--- config.mk ---
export PLATFORM = sky130hd
export DESIGN_NAME = bcda_core
export DESIGN_NICKNAME = d
export VERILOG_FILES = /design/src/hw/bcda_core.v /design/src/hw/bcda_digit_add.v /design/src/hw/bcda_digit_check.v
export VERILOG_INCLUDE_DIRS = /design/src /design/src/inc
export SDC_FILE = /design/constraint.sdc
export NUM_CORES = 1
export LEC_CHECK = 0
export ABC_AREA = 1
export BUFFER_PORTS_ARGS = -buffer_cell sky130_fd_sc_hd__buf_2
export CAP_MARGIN = 20
export CORE_MARGIN = 1
export CORE_UTILIZATION = 40
export DETAILED_ROUTE_END_ITERATION = 8
export HOLD_SLACK_MARGIN = 0.05
export SKIP_LAST_GASP = 1
export SLEW_MARGIN = 5
export SYNTH_ARGS = -nofsm -noshare
export SYNTH_HDL_FRONTEND = slang
export SYNTH_SLANG_ARGS = --single-unit
--- constraint.sdc ---
create_clock -name SYS_CLK -period 24.4 [get_ports SYS_CLK]
set_clock_uncertainty 0.05 [all_clocks]
set_input_delay 4.88 -clock SYS_CLK [delete_from_list [all_inputs] [get_ports SYS_CLK]]
set_output_delay 4.88 -clock SYS_CLK [all_outputs]
set_load 0.01 [all_outputs]
--- src/inc/bcda_defines.vh ---
// constants for the bcd adder datapath
`ifndef BCDA_DEFINES_VH
`define BCDA_DEFINES_VH

// ----------------------------------------------------------------------
// function codes (three octal-looking digits held as 12-bit bcd)
// ----------------------------------------------------------------------
`define BCDA_OP_ADD_SINGLE 12'h404
`define BCDA_OP_ADD_DOUBLE 12'h405
`define BCDA_OP_ADDC_SINGLE 12'h406
`define BCDA_OP_ADDC_DOUBLE 12'h407
`define BCDA_OP_CLEAR_CARRY 12'h041

// ----------------------------------------------------------------------
// widths and reset values
// ----------------------------------------------------------------------
`define BCDA_WORD_W 16
`define BCDA_DIGITS_SINGLE 4
`define BCDA_DIGITS_DOUBLE 8
`define BCDA_RESULT_RST 32'h0000_0000
`define BCDA_FLAG_RST 1'b0
`define BCDA_MAX_DIGIT 4'h9
`define BCDA_DIGIT_ADJ 5'h06

`endif

--- src/hw/bcda_core.v ---
// bcd add datapath with error, equals and carry flags
`timescale 1ns/1ps
`include "bcda_defines.vh"

// Function
// - code 404 adds two 4-digit bcd words into the result word
// - code 405 adds two 8-digit bcd word pairs into a result pair
// - code 406 adds two bcd words plus the carry flag
// - code 407 adds two 8-digit bcd pairs plus the carry flag
// - single ops use one 16-bit word; operands may be constants
// - double ops: first word holds low digits, next word high digits
// - single ops set error when any operand digit is not bcd
// - double ops set error when any digit of either pair is not bcd
// - equals set when the whole result is zero, else cleared
// - carry set on carry out of the top digit, else cleared

module bcda_core #(
  parameter WORD_W = `BCDA_WORD_W
) (
  // clock and control
  input wire SYS_CLK,
  input wire RESET,
  input wire CLK_EN,
  // request from the sequencer
  input wire OP_VALID,
  input wire [11:0] OP_CODE,
  input wire [WORD_W-1:0] AUGEND_LO,
  input wire [WORD_W-1:0] AUGEND_HI,
  input wire [WORD_W-1:0] ADDEND_LO,
  input wire [WORD_W-1:0] ADDEND_HI,
  // result words
  output reg [WORD_W-1:0] RESULT_LO,
  output reg [WORD_W-1:0] RESULT_HI,
  output reg RESULT_WE_LO,
  output reg RESULT_WE_HI,
  output reg DONE,
  // condition flags
  output reg ERROR_FLAG,
  output reg EQUALS_FLAG,
  output reg CARRY_FLAG
);

  localparam DIG = `BCDA_DIGITS_DOUBLE;

  // ----------------------------------------------------------------------
  // decode
  // ----------------------------------------------------------------------
  wire op_single = (OP_CODE == `BCDA_OP_ADD_SINGLE) |
                   (OP_CODE == `BCDA_OP_ADDC_SINGLE);
  wire op_double = (OP_CODE == `BCDA_OP_ADD_DOUBLE) |
                   (OP_CODE == `BCDA_OP_ADDC_DOUBLE);
  wire op_use_cy = (OP_CODE == `BCDA_OP_ADDC_SINGLE) |
                   (OP_CODE == `BCDA_OP_ADDC_DOUBLE);
  wire op_clc = (OP_CODE == `BCDA_OP_CLEAR_CARRY);
  wire op_add = op_single | op_double;

  // high words of single ops are masked so they neither add nor error
  wire [WORD_W-1:0] aug_hi = op_double ? AUGEND_HI : {WORD_W{1'b0}};
  wire [WORD_W-1:0] add_hi = op_double ? ADDEND_HI : {WORD_W{1'b0}};
  wire [4*DIG-1:0] aug = {aug_hi, AUGEND_LO};
  wire [4*DIG-1:0] add = {add_hi, ADDEND_LO};

  // ----------------------------------------------------------------------
  // validity check of both operands
  // ----------------------------------------------------------------------
  wire aug_bad;
  wire add_bad;

  bcda_digit_check #(
    .DIGITS(DIG)
  ) u_chk_aug (
    .word(aug),
    .bad(aug_bad)
  );

  bcda_digit_check #(
    .DIGITS(DIG)
  ) u_chk_add (
    .word(add),
    .bad(add_bad)
  );

  wire operand_bad = aug_bad | add_bad;

  // ----------------------------------------------------------------------
  // ripple of digit adders
  // ----------------------------------------------------------------------
  // eight digits ripple in one cycle; at 50 MHz this path is short enough
  wire [DIG:0] carry_chain;
  wire [4*DIG-1:0] sum;

  assign carry_chain[0] = op_use_cy & CARRY_FLAG;

  genvar d;
  generate
    for (d = 0; d < DIG; d = d + 1) begin : g_add
      bcda_digit_add u_dig (
        .a(aug[4*d+3:4*d]),
        .b(add[4*d+3:4*d]),
        .cin(carry_chain[d]),
        .sum(sum[4*d+3:4*d]),
        .cout(carry_chain[d+1])
      );
    end
  endgenerate

  // carry out taken at digit four or eight by width
  wire carry_out = op_double ? carry_chain[DIG] :
                   carry_chain[`BCDA_DIGITS_SINGLE];
  wire [WORD_W-1:0] sum_hi = op_double ? sum[4*DIG-1:WORD_W] :
                             {WORD_W{1'b0}};
  wire sum_zero = ~|{sum_hi, sum[WORD_W-1:0]};

  // ----------------------------------------------------------------------
  // result and flag registers
  // ----------------------------------------------------------------------
  // every output is a flop; writes take effect the edge after the request
  always @(posedge SYS_CLK) begin
    if (RESET) begin
      RESULT_LO <= {WORD_W{1'b0}};
      RESULT_HI <= {WORD_W{1'b0}};
      RESULT_WE_LO <= 1'b0;
      RESULT_WE_HI <= 1'b0;
      DONE <= 1'b0;
      ERROR_FLAG <= `BCDA_FLAG_RST;
      EQUALS_FLAG <= `BCDA_FLAG_RST;
      CARRY_FLAG <= `BCDA_FLAG_RST;
    end else if (CLK_EN) begin
      RESULT_WE_LO <= 1'b0;
      RESULT_WE_HI <= 1'b0;
      DONE <= 1'b0;
      if (OP_VALID && op_clc) begin
        CARRY_FLAG <= 1'b0;
        DONE <= 1'b1;
      end else if (OP_VALID && op_add) begin
        DONE <= 1'b1;
        ERROR_FLAG <= operand_bad;
        if (operand_bad) begin
          // bad digits: no write, other flags keep their value
          RESULT_WE_LO <= 1'b0;
        end else begin
          RESULT_LO <= sum[WORD_W-1:0];
          RESULT_WE_LO <= 1'b1;
          RESULT_HI <= sum_hi;
          RESULT_WE_HI <= op_double;
          EQUALS_FLAG <= sum_zero;
          CARRY_FLAG <= carry_out;
        end
      end
    end
  end

endmodule

--- src/hw/bcda_digit_add.v ---
// one decimal digit adder with carry in and out
`timescale 1ns/1ps
`include "bcda_defines.vh"

module bcda_digit_add (
  // operands
  input wire [3:0] a,
  input wire [3:0] b,
  input wire cin,
  // answer
  output reg [3:0] sum,
  output reg cout
);

  reg [4:0] raw;
  reg [4:0] adj;

  // binary sum, then add six when it leaves the decimal range
  always @* begin
    raw = {1'b0, a} + {1'b0, b} + {4'h0, cin};
    adj = raw + `BCDA_DIGIT_ADJ;
    if (raw > {1'b0, `BCDA_MAX_DIGIT}) begin
      sum = adj[3:0];  // wraps past ten by design
      cout = 1'b1;
    end else begin
      sum = raw[3:0];
      cout = 1'b0;
    end
  end

endmodule

--- src/hw/bcda_digit_check.v ---
// flags any nibble of a word that is not a decimal digit
`timescale 1ns/1ps
`include "bcda_defines.vh"

module bcda_digit_check #(
  parameter DIGITS = 8
) (
  // word to inspect
  input wire [4*DIGITS-1:0] word,
  // answer
  output wire bad
);

  wire [DIGITS-1:0] bad_digit;

  // ----------------------------------------------------------------------
  // per digit range test
  // ----------------------------------------------------------------------
  genvar i;
  generate
    for (i = 0; i < DIGITS; i = i + 1) begin : g_dig
      assign bad_digit[i] = word[4*i+3:4*i] > `BCDA_MAX_DIGIT;
    end
  endgenerate

  assign bad = |bad_digit;

endmodule

* Yosys cells after proc, flatten, opt, wreduce, memory -nomap -nowiden
Cells that the tools add are included.
Operators by class: add/subtract/negate cells 24, multipliers 0, divide/modulo/power cells 0, $lt $le $gt $ge 24, equal/unequal tests 6, shift operators 0, muxes and demuxes 31, bitwise logic cells 8, reduce and logical (&&, ||, !) cells 10
Operators by type and width (count):
- 4-bit greater-than comparator (second input constant) | 16
- 12-bit by 11-bit == test with 1-bit output (second input constant) | 4
- 16-bit two-way mux | 3
- 4-bit by 4-bit adder with 5-bit output | 8
- 5-bit by 1-bit adder with 5-bit output | 8
- 5-bit by 4-bit greater-than comparator with 1-bit output (second input constant) | 8
- 4-bit by 3-bit adder with 4-bit output (second input constant) | 8
- 4-bit two-way mux | 8
- 32-bit OR reduction | 1
- 1-bit two-way mux | 20
- 8-bit OR reduction | 2
- 12-bit by 7-bit == test with 1-bit output (second input constant) | 1
- 3-bit AND reduction | 2
- 1-bit bitwise OR | 5
- 4-bit AND reduction | 1
- 1-bit logical AND | 2
- 2-bit by 1-bit inequality test with 1-bit output (second input constant) | 1
- 1-bit inverter | 2
- 2-bit nonzero test | 1
- 1-bit AND | 1
- 1-bit logical NOT | 1
Word-level totals: bits in registers 38, bits in latches 0, bits in writable memories 0, ROM bits 0, bits of input ports 80, output and inout port bits 38, memories kept 0

* Logic depth before layout (Yosys ltp)
Gate-level depths: netlist of the first run.
word-level depth 31, gate-level depth with buffers 88, gate-level depth less buffers 88

* Hierarchy
Synthesis of the first run repeated with hierarchy kept, for this count alone.
Unflattened totals: cell total of the unflattened synthesis 703, area total of the unflattened synthesis 4453.0 µm²
By module, submodules not included:
- bcda_digit_add | instances 8, cells each 47, area each 300.3 µm²
- bcda_core | instances 1, cells each 297, area each 1918.1 µm²
- bcda_digit_check | instances 2, cells each 15, area each 66.3 µm²

* Worst setup path after synthesis of the first run
Ideal clock, no wire load.
path type input to register, start input port OP_CODE[2], end register EQUALS_FLAG, setup time 0.113 ns, arrival time 17.142 ns, data required time 24.237 ns, setup slack 7.095 ns, stages on the path 85, buffers on the path 0, cells stage by stage inv_1 > nor2_1 > nand2_1 > nor2_4 > nand2_2 > nor2_1 > fa_1 > fa_1 > xnor2_1 > ha_1 > inv_1 > a21oi_1 > a21oi_1 > nand2_1 > nand2_1 > inv_1 > fa_1 > inv_1 > (+49 left out) > nand3_1 > nand3_1 > nand2_1 > inv_1 > fa_1 > inv_1 > fa_1 > inv_1 > ha_1 > a22oi_1 > nand2_1 > nand2_1 > nand3_1 > nand4_1 > nor2_1 > nor2_1 > nand3_1 > nand2_1
Between the ends: word-level cells in the longest chain between the ends 30, elaborated cells on any way between the ends 74, classes of those cells 20 x add/sub; 16 x order compare; 5 x eq/ne; 18 x mux; 8 x bitwise; 7 x reduce/logical
Ends and longest elaborated chain:
- from (decl) | line bcda_core.v:26 | input wire [11:0] OP_CODE,
- 12-bit by 11-bit == test with 1-bit output (no source line)
- 1-bit bitwise OR | line bcda_core.v:52 | wire op_use_cy = (OP_CODE == `BCDA_OP_ADDC_SINGLE) |
- 1-bit AND | line bcda_core.v:92 | assign carry_chain[0] = op_use_cy & CARRY_FLAG;
- 5-bit by 1-bit adder with 5-bit output | line bcda_digit_add.v:20 | raw = {1'b0, a} + {1'b0, b} + {4'h0, cin};
- 5-bit by 4-bit greater-than comparator with 1-bit output | line bcda_digit_add.v:22 | if (raw > {1'b0, `BCDA_MAX_DIGIT}) begin
- 1-bit two-way mux | line bcda_digit_add.v:22
- 5-bit by 1-bit adder with 5-bit output | line bcda_digit_add.v:20
- 5-bit by 4-bit greater-than comparator with 1-bit output | line bcda_digit_add.v:22
- (+14 left out)
- 5-bit by 4-bit greater-than comparator with 1-bit output | line bcda_digit_add.v:22
- 1-bit two-way mux | line bcda_digit_add.v:22
- 5-bit by 1-bit adder with 5-bit output | line bcda_digit_add.v:20
- 4-bit by 3-bit adder with 4-bit output (no source line) or 5-bit by 4-bit greater-than comparator with 1-bit output (tied branches)
- 4-bit two-way mux | line bcda_digit_add.v:22
- 16-bit two-way mux | line bcda_core.v:110 | wire [WORD_W-1:0] sum_hi = op_double ? sum[4*DIG-1:WORD_W] :
- 32-bit OR reduction | line bcda_core.v:112 | wire sum_zero = ~|{sum_hi, sum[WORD_W-1:0]};
- 1-bit logical NOT | line bcda_core.v:112
- to (signal assigned) | line bcda_core.v:126 | EQUALS_FLAG <= `BCDA_FLAG_RST;
- to (signal assigned) | line bcda_core.v:146 | EQUALS_FLAG <= sum_zero;
- to (decl) | line bcda_core.v:39 | output reg EQUALS_FLAG,
Parallel ways exist; a longest one is shown, timed or not. A chain may end at the register's enable or synchronous reset.

* Worst setup path in the final report of the first run
Ends and elaborated chain as after synthesis.

==> results of run 1 <==
-- cell usage after synthesis --
master / n / area share, %
nand3_1: 58 / 7.3
and2_1: 3 / 0.47
clkbuf_1: 5 / 0.47
ha_1: 35 / 11
nor4_1: 1 / 0.16
nor2_2: 3 / 0.47
dfxtp_1: 38 / 19
nor2_4: 2 / 0.57
and2_0: 2 / 0.32
xnor2_1: 9 / 2.0
nand3b_1: 2 / 0.38
nand2_1: 154 / 15
o21bai_1: 1 / 0.19
xor2_1: 2 / 0.44
nor2_1: 109 / 10
nand4_1: 8 / 1.3
nand3_2: 1 / 0.25
fa_1: 16 / 8.1
nand2_2: 3 / 0.47
o211ai_1: 1 / 0.19
buf_2: 8 / 1.0
nor3_1: 2 / 0.25
o21ai_0: 36 / 4.6
o31ai_1: 2 / 0.38
inv_1: 92 / 8.7
inv_2: 3 / 0.28
a31oi_1: 7 / 1.1
clkinv_1: 1 / 0.095
a22oi_1: 1 / 0.19
or2_2: 1 / 0.16
buf_6: 3 / 0.85
a21oi_1: 27 / 3.4
a21boi_0: 1 / 0.19
buf_1: 1 / 0.095
nor3_4: 1 / 0.41
-- state kept, by name, indices dropped and copies added (netlist names) --
name	flops
RESULT_WE_HI	1
EQUALS_FLAG	1
CARRY_FLAG	1
RESULT_WE_LO	1
ERROR_FLAG	1
DONE	1
RESULT_LO	16
RESULT_HI	16
-- stage by stage --
stage / setup slack [ns] / utilization [%] / instances
final: 5.76 / 50.0 / 877
after detailed placement: 5.49 / 49.0 / 869
after global routing: 4.47 / 50.0 / 877
after CTS: 5.77 / 50.0 / 877
after floorplan: 7.09 / - / 639
after global placement: 6.15 / 49.0 / 869
-- routing by layer --
layer / track usage, % / vias up
met1: 31.8 / 1861
met4: 3.90 / 0
li1: - / 2228
met3: 2.48 / 12
met2: 33.9 / 114
met5: 0 / -
-- cell type report --
| cell class | count | area (um^2) |
|---|---|---|
| clock buffers | 6 | 82.6 |
| clock inverters | 2 | 12.5 |
| multi-input cells | 488 | 2740 |
| inverters | 96 | 360 |
| repair buffers | 118 | 593 |
| flip-flops and latches | 38 | 761 |
| fillers | 1017 | 4700 |
| well taps | 129 | 161 |
-- final timing paths --
kind,startpoint,endpoint,slack [ns],cells past startpoint
setup reg to reg,CARRY_FLAG,EQUALS_FLAG,10.43,80
setup / recovery,OP_CODE[2],EQUALS_FLAG,5.76,85
hold / removal,RESULT_HI[11],RESULT_HI[11],0.43,2
hold reg to reg,RESULT_HI[11],RESULT_HI[11],0.43,2
-- power groups by stage --
stage          Clock (W)  Sequential (W)  Combinational, W
2_1_floorplan          0       0.0000636         0.0000462
3_3_place_gp           0       0.0000635         0.0000658
3_5_place_dp           0       0.0000635         0.0000675
4_1_cts        0.0000470       0.0000621         0.0000679
5_1_grt        0.0000503       0.0000621         0.0000777
6_report       0.0000467       0.0000621         0.0000679
-- worst reg2reg max path: cells and delay by family (launching register included) --
family / cells / cell delay (ns)
flops: 1 / 0.35
buf+inv: 18 / 1.48
fa+ha+maj: 21 / 6.68
compound gates: 4 / 0.36
xor+xnor: 5 / 1.50
simple gates: 32 / 3.39
-- cells by family (layout without fill, tap and decap cells) --
logic type	count (synthesis)	in the layout	share of synthesized area (%)
simple gates	350	350	37.5
buf+inv	113	222	11.5
compound gates	76	76	10.2
fa+ha+maj	51	51	19.2
flops	38	38	19.2
xor+xnor	11	11	2.43
==> metrics, run 1 <==
outcome finished, final reports clean; library cells used by synthesis 35; layout cell share with drive strength beyond 1 18.7%; RSZ-0062 raised after global routing no; final setup fails 0; synthesized area 3960 um^2; Post-Syn Nets 770; Worst-Margin Slew 0.728 ns; routed wl met2 4.59 mm; num ports 118; fin. max-slew vios 0; Final #Nets 878; GRT Total Usage 21.5%; synthesized flop and latch total 38; hold_buf cts 0; routed wl met3 571 um; CTS HTree Levels 2; Pwr Total 0.000177 W; fmax 0.0537 GHz; Post-Route M1 WL 5.57 mm; Worst-Skew Late Latency 0.30 ns; Clock Sinks 38; final hold slack 0.433 ns; CP max-delay cell fa_1; antenna violations before repair 0; CP Launch Type input port; HP Class reg2reg; final wirelength 10.8 mm; area delta synth->final 19.0%; Reg clk slew, reported paths 0.09 ns; number of global-route vias before repair 3944; Mapped Cells 639; Core Region 9420 um^2; Die W 101 um; DRC 0; yosys warns 0; DR iter-0 viols 193; first-pass GRT wire length 17.6 mm; Arrival @ worst endpoint 18.79 ns; GP Congestion 0.859; die height 101 um; endpoint class of the critical path flop; Post-DRT Antenna Nets 0; Max Root-Sink Buffers 2; Port-buffer cells 117; switching power total 0.0000664 W; slew margin rel. 51.3%; pin count of the biggest net entering global routing 39; post-CTS sizing 0; Row Count 35; Post-CTS Repair Setup Buffers 0; dpl hpwl 8.94 mm; total grt overflow 0; post-DR vias/cell 4.81; delay of the slowest critical-path stage 0.50 ns; Top Layer Used met4; Final Hold Viols 0; mean post-synth cell area 6.20 um^2; minimum clock period 18.64 ns; CP Buf/Inv Count 20; TritonCTS Buffers 5; Leak 2.71 nW; DR WL/cell 12.3 um; CTS tree done; Seq/Total Area, Yosys 19.2%; family with the most delay on the worst path adder cells; most frequent cells in the layout nand2_1, buf_2, nor2_1; first-pass detailed-route iteration total 4; Flop pwr share 35.1%; final setup TNS 0 ns; Req. time, crit path 24.55 ns; commonest non-fill, non-tap cell in the layout nand2_1; routed vias 4215; clock share of power 26.4%; Worst Path Class, Setup in2reg; switching power as a share of total power 37.6%; worst-path maximum fanout 7; final instance area 4710 um^2; root buf cell clkbuf_8; MaxCap Viol Count 0; Comb pwr share 38.5%; Die ar. 10300 um^2; Post-DP Area 4620 um^2; Power per Cell Area 37.5 nW/um^2; Worst VDD drop 0.0210 mV; Internal 0.000110 W; ANT cells 0; most frequent CP cell nand2_1; initial core utilization 42.0%; crit share post-route 76.4%
No activity file was read; power rests on OpenSTA's default activity.
==> run 2: changes to the inputs <==
--- a/config.mk
+++ b/config.mk
@@ -6,13 +6,14 @@
 export SDC_FILE = /design/constraint.sdc
 export NUM_CORES = 1
 export LEC_CHECK = 0
-export ABC_AREA = 1
+export ABC_AREA = 0
 export BUFFER_PORTS_ARGS = -buffer_cell sky130_fd_sc_hd__buf_2
 export CAP_MARGIN = 20
 export CORE_MARGIN = 1
 export CORE_UTILIZATION = 40
 export DETAILED_ROUTE_END_ITERATION = 8
 export HOLD_SLACK_MARGIN = 0.05
+export PLACE_DENSITY = 0.65
 export SKIP_LAST_GASP = 1
 export SLEW_MARGIN = 5
 export SYNTH_ARGS = -nofsm -noshare
==> constraint.sdc (replaced) <==
create_clock -name SYS_CLK -period 17.8 [get_ports SYS_CLK]
set_clock_uncertainty 0.05 [all_clocks]
set_input_delay 3.56 -clock SYS_CLK [delete_from_list [all_inputs] [get_ports SYS_CLK]]
set_output_delay 3.56 -clock SYS_CLK [all_outputs]
set_load 0.01 [all_outputs]
==> run 2 against run 1 <==
Compared with the run above:
- via count decreased by 10%
- clock power grew 36%
- combinational power is 47% higher
- die area shrank 4.7%
- wire length shrank 2.1%
- cell count down 19%
- design area is 0.82% lower
- largest power group unchanged
- hold slack worse by 0.036 ns
- sequential power is 37% higher
==> metrics, run 2 <==
outcome finished, final reports clean; number of global-route vias before repair 3717; final instance area 4670 um^2; first-pass GRT wire length 17.0 mm; dpl hpwl 8.55 mm; Arrival @ worst endpoint 17.16 ns; FF+latch area 761 um^2; ys async rst share 0%; TritonCTS Buffers 5; area leader, netlist dfxtp_1; Synth top area share 20.2%; GRT Total Usage 21.5%; fin. max-slew vios 0; DR iter-0 viols 166; routed vias 3783; Row Count 35; HP Class reg2reg; synthesized flop and latch total 38; synthesized area 3770 um^2; Post-Syn Nets 612; final setup fails 0; biggest regs RESULT_HI x16, RESULT_LO x16; worst-path maximum fanout 6; number of synthesized flops with an enable pin 0; Primary FF master, synth dfxtp_1; layout cell share with drive strength beyond 1 27.2%; commonest non-fill, non-tap cell in the layout buf_2; ANT cells 0; Final Hold Viols 0; post-DR vias/cell 5.35; yosys warns 0; minimum clock period 16.97 ns; most frequent CP cell inv_1; Max Root-Sink Buffers 2; Core Region 9200 um^2; Hold Crit Start RESULT_LO[2]; synth cell count leaders nand2_1, a21oi_1, dfxtp_1; Post-DRT Antenna Nets 0; CTS HTree Levels 2; most frequent cell after synthesis nand2_1; total grt overflow 0; Worst-Margin Slew 0.693 ns; final wirelength 10.6 mm; slew margin rel. 53.8%; Worst Path Class, Setup in2reg; fmax 0.0589 GHz; GP Congestion 0.898; Area contributors post-synth dfxtp_1, ha_1, fa_1, nand2_1, a21oi_1; Worst-Skew Late Latency 0.30 ns; MaxCap Viol Count 0; Leak 2.19 nW; most frequent cells in the layout buf_2, nand2_1, dfxtp_1, a21oi_1, ha_1; Hold Crit Endpoint RESULT_LO[2]; pin count of the biggest net entering global routing 51; root buf cell clkbuf_8; DRC 0; crit share post-route 95.3%; Power per Cell Area 53.1 nW/um^2; Req. time, crit path 17.99 ns; DR WL/cell 15.0 um; R2R Path End EQUALS_FLAG; die height 99.1 um; Post-DP Area 4430 um^2; Die ar. 9820 um^2; Reg2Reg Launch Point CARRY_FLAG; Final #Nets 726; Clock Sinks 38; Non-Filler Instances 707; final hold slack 0.397 ns; num ports 118; CTS tree done; Seq/Total Area, Yosys 20.2%; multi-input logic area 2920 um^2; Reg clk slew, reported paths 0.08 ns; hold depth 2; delay of the slowest critical-path stage 0.60 ns; library cells used by synthesis 56; Fill cells 924; antenna violations before repair 0; endpoint class of the critical path flop; Post-Place Cells 696; initial core utilization 41.0%; first-pass detailed-route iteration total 4; Worst VDD drop 0.0296 mV; CP Launch Type input port; Port-buffer cells 117; setup slack, reg-to-reg 4.19 ns; mean post-synth cell area 7.84 um^2; Mapped Cells 481; R2R depth 60; area delta synth->final 23.9%; CP max-delay cell fa_2; Die W 99.1 um
==> run 2: cell count changes in the layout (fill, tap and decap cells not counted), moves of 13 or more <==
cell,previous run,this run
nand2_1,154,62
nor2_1,109,31
inv_1,92,33
nand3_1,58,17
and2_1,3,30
o21ai_0,36,23
==> run 2: repair_timing <==
item	in CTS	in global routing
endpoints found under the setup margin	1	5
buffers inserted	0	2
gates resized for setup	1	22
pin swaps	0	2
hold buffers	0	0
==> run 2: routing by layer <==
metal | part of all wire, % | wire, um | up-vias | track usage [%]
met5 | 0 | 0 | - | 0
met4 | 2.5 | 267 | 0 | 7.92
met3 | 4.2 | 448 | 19 | 2.53
met2 | 49 | 5200 | 115 | 37.8
met1 | 44 | 4680 | 1730 | 27.1
li1 | - | - | 1919 | -
==> run 2: where the power goes <==
| part | switching [W] | total, W | internal [W] |
|---|---|---|---|
| logic | 0.0000580 | 0.0000999 | 0.0000419 |
| clock network | 0.0000321 | 0.0000633 | 0.0000311 |
| registers | 0.0000000664 | 0.0000851 | 0.0000850 |
==> run 2: cell type report <==
class	count	share of cell area (%)
timing repair buffer	123	13.7
multi-input combinational	394	62.4
clock buffer	6	1.77
tap	111	2.97
sequential	38	16.3
clock inverter	2	0.268
inverter	33	2.65
==> run 2: worst max-delay path by stage <==
stage	endpoint	cells past startpoint	start	slack, ns
6_report	EQUALS_FLAG	63	OP_CODE[10]	0.83
2_1_floorplan	EQUALS_FLAG	62	OP_CODE[6]	1.06
3_5_place_dp	EQUALS_FLAG	68	OP_CODE[6]	-0.27
3_3_place_gp	EQUALS_FLAG	68	OP_CODE[2]	0.19
4_1_cts	EQUALS_FLAG	68	OP_CODE[6]	0.09
5_1_grt	EQUALS_FLAG	66	OP_CODE[3]	-0.09
==> run 2: worst max-delay path: cells and delay by family <==
| family | cells | cell delay, ns |
|---|---|---|
| AOI/OAI and AO/OA | 12 | 2.39 |
| xor gates and xnor gates | 4 | 0.84 |
| adders and majority gates | 20 | 7.18 |
| muxes | 1 | 0.22 |
| and+or+nand+nor | 10 | 1.73 |
| buffers and inverters | 16 | 1.24 |
==> run 2: logic make-up after synthesis <==
group,synth area share (%)
buffers and inverters,5.61
and+or+nand+nor,26.2
DFF,20.2
muxes,4.05
xor gates and xnor gates,4.41
adders and majority gates,20.1
AOI/OAI and AO/OA,19.4
==> run 2: through the flow <==
stage               util (%)  TNS [ns]  power (W)  setup WS, ns
detailed placement      48.2    -0.358   0.000183        -0.275
finish                  50.8         0   0.000248         0.828
global placement        48.2         0   0.000179         0.185
global route            50.8    -0.120   0.000264       -0.0865
floorplan                  -         0   0.000151          1.06
CTS                     49.2         0   0.000246        0.0902
==> run 3: changes to the inputs <==
--- a/config.mk
+++ b/config.mk
@@ -13,9 +13,10 @@
 export CORE_UTILIZATION = 40
 export DETAILED_ROUTE_END_ITERATION = 8
 export HOLD_SLACK_MARGIN = 0.05
-export PLACE_DENSITY = 0.65
+export PLACE_DENSITY = 0.66
 export SKIP_LAST_GASP = 1
 export SLEW_MARGIN = 5
 export SYNTH_ARGS = -nofsm -noshare
 export SYNTH_HDL_FRONTEND = slang
+export SYNTH_HIERARCHICAL = 1
 export SYNTH_SLANG_ARGS = --single-unit
==> run 3 against run 2 <==
Compared with the run above:
- via count fell by 14%
- register-to-register slack got worse by 0.29 ns
- sequential share of layout area rose by 1.0 points
- critical path depth fell by 7
- sequential power barely moved
- die area fell by 9.8%
- clock power fell by 12%
- worst setup slack got worse by 0.23 ns
- largest cell class unchanged
- largest power group unchanged
- highest routed layer unchanged
==> metrics, run 3 <==
GP Congestion 0.859; CTS tree done; Seq/Total Area, Yosys 22.4%; CP Capture Point EQUALS_FLAG; hold depth 1; MaxCap Viol Count 0; Arrival @ worst endpoint 17.37 ns; slew margin rel. 26.2%; worst-path maximum fanout 3; biggest regs RESULT_HI x16, RESULT_LO x16; Max Root-Sink Buffers 2; pre-CTS setup slack -0.586 ns; Comb pwr share 39.7%; fin. max-slew vios 0; final wirelength 9.27 mm; hold_buf cts 0; first-pass detailed-route iteration total 4; Core Region 8220 um^2; Die ar. 8860 um^2; Leak 2.03 nW; DRC 0; Power per Cell Area 53.1 nW/um^2; GRT Total Usage 20.1%; Flop pwr share 36.4%; clock share of power 23.9%; switching power as a share of total power 33.7%; Internal 0.000155 W; number of synthesized flops with an enable pin 0; ANT cells 0; number of global-route vias before repair 3118; Req. time, crit path 17.97 ns; DR iter-0 viols 111; DR WL/cell 15.9 um; setup slack, reg-to-reg 3.90 ns; synth cell count leaders dfxtp_1, and2_1, ha_1; delay of the slowest critical-path stage 0.56 ns; die height 94.1 um; first-pass GRT wire length 14.1 mm; Post-Syn Nets 476; routed vias 3272; mean post-synth cell area 9.76 um^2; R2R Path End EQUALS_FLAG; outcome finished, final reports clean; Post-DRT Antenna Nets 0; post-DR vias/cell 5.60; final setup fails 0; dpl hpwl 7.49 mm; most frequent cells in the layout buf_2, dfxtp_1, and2_1; CP max-delay cell or4_4; Clock Sinks 38; setup ws final 0.602 ns; Worst Setup SP OP_CODE[9]; ys async rst share 0%; Post-Place Cells 567; root buf cell clkbuf_8; Row Count 33; CTS HTree Levels 2; synthesized flop and latch total 38; minimum clock period 17.20 ns; commonest non-fill, non-tap cell in the layout buf_2; Worst-Margin Slew 1.10 ns; num ports 118; Die W 94.1 um; Worst-Skew Late Latency 0.28 ns; crit share post-route 96.6%; HP Class reg2reg; R2R depth 55; fmax 0.0581 GHz; final hold slack 0.399 ns; antenna violations before repair 0; Synth top area share 22.4%; Mapped Cells 348; Area contributors post-synth dfxtp_1, ha_1, fa_1, a22o_1, and2_1; endpoint class of the critical path flop; initial core utilization 41.3%; Pwr Total 0.000234 W; Final Hold Viols 0; switching power total 0.0000786 W; TritonCTS Buffers 5; Worst VDD drop 0.0282 mV; Non-Filler Instances 584; Reg clk slew, reported paths 0.07 ns; most frequent CP cell fa_2; Primary FF master, synth dfxtp_1; final design utilization 53.6%; Final #Nets 607; area delta synth->final 29.6%; Reg2Reg Launch Point CARRY_FLAG; most frequent cell after synthesis dfxtp_1; area leader, netlist dfxtp_1; Worst Path Class, Setup in2reg; library cells used by synthesis 43; pin count of the biggest net entering global routing 35; CP Launch Type input port; synthesized area 3400 um^2; total grt overflow 0; Port-buffer cells 117; layout cell share with drive strength beyond 1 41.8%; yosys warns 6
run 3: kinds of logic (layout without fill, tap and decap cells):
kind of cell,Yosys count,count (layout),share of synthesized area [%]
and+or+nand+nor,91,91,17.4
adders and majority gates,48,48,21.2
AOI/OAI and AO/OA,121,121,29.1
buffers and inverters,25,156,3.06
muxes,9,9,2.69
DFF,38,38,22.4
xor gates and xnor gates,16,16,4.13
run 3: cell type report:
type                            instances  area [um^2]
Clock inverter                          2         10.0
Fill cell                             807         3820
Tap cell                              105          131
Sequential cell                        38          761
Inverter                               16         60.1
Multi-Input combinational cell        285         2660
Clock buffer                            5         68.8
Timing Repair Buffer                  133          706
run 3: power by group through the flow:
stage	clock network, W	logic (W)	registers [W]
CTS	0.0000581	0.0000872	0.0000849
detailed placement	0	0.0000854	0.0000869
global placement	0	0.0000830	0.0000869
global route	0.0000622	0.000102	0.0000849
floorplan	0	0.0000570	0.0000869
finish	0.0000558	0.0000928	0.0000849
run 3: per-layer routing:
metal  wire [um]  part of all wire [%]  global-route usage, %  vias up
li1            -                     -                      -     1613
met1        4100                    44                   25.1     1537
met2        4550                    49                   36.4      106
met3         426                   4.6                   2.43       16
met4         189                   2.0                   5.26        0
met5           0                     0                      0        -
run 3: worst min path at each step:
stage / startpoint / to
finish: RESULT_WE_HI / RESULT_WE_HI
global route: RESULT_WE_HI / RESULT_WE_HI
CTS: RESULT_WE_HI / RESULT_WE_HI
global placement: RESULT_WE_HI / RESULT_WE_HI
floorplan: RESULT_WE_HI / RESULT_WE_HI
detailed placement: RESULT_WE_HI / RESULT_WE_HI
run 3: stage by stage:
step / cell area (um^2) / TNS (ns)
final: 4400 / 0
after detailed placement: 4120 / -1.12
after global placement: 4120 / -0.00504
after CTS: 4250 / 0
after global routing: 4400 / -0.0581
after floorplan: 3400 / 0
run 3: what timing repair did:
item | CTS | global route
buffers inserted | 0 | 10
gates cloned | 0 | 0
gates resized for setup | 8 | 21
endpoints found under the setup margin | 1 | 5
pin swaps | 0 | 14
run 3: worst max-delay path, delay by kind of cell:
| kind | cells | cell delay, ns |
|---|---|---|
| simple gates | 5 | 1.26 |
| buf+inv | 8 | 0.79 |
| compound gates | 18 | 3.51 |
| xor+xnor | 1 | 0.18 |
| fa+ha+maj | 24 | 8.08 |
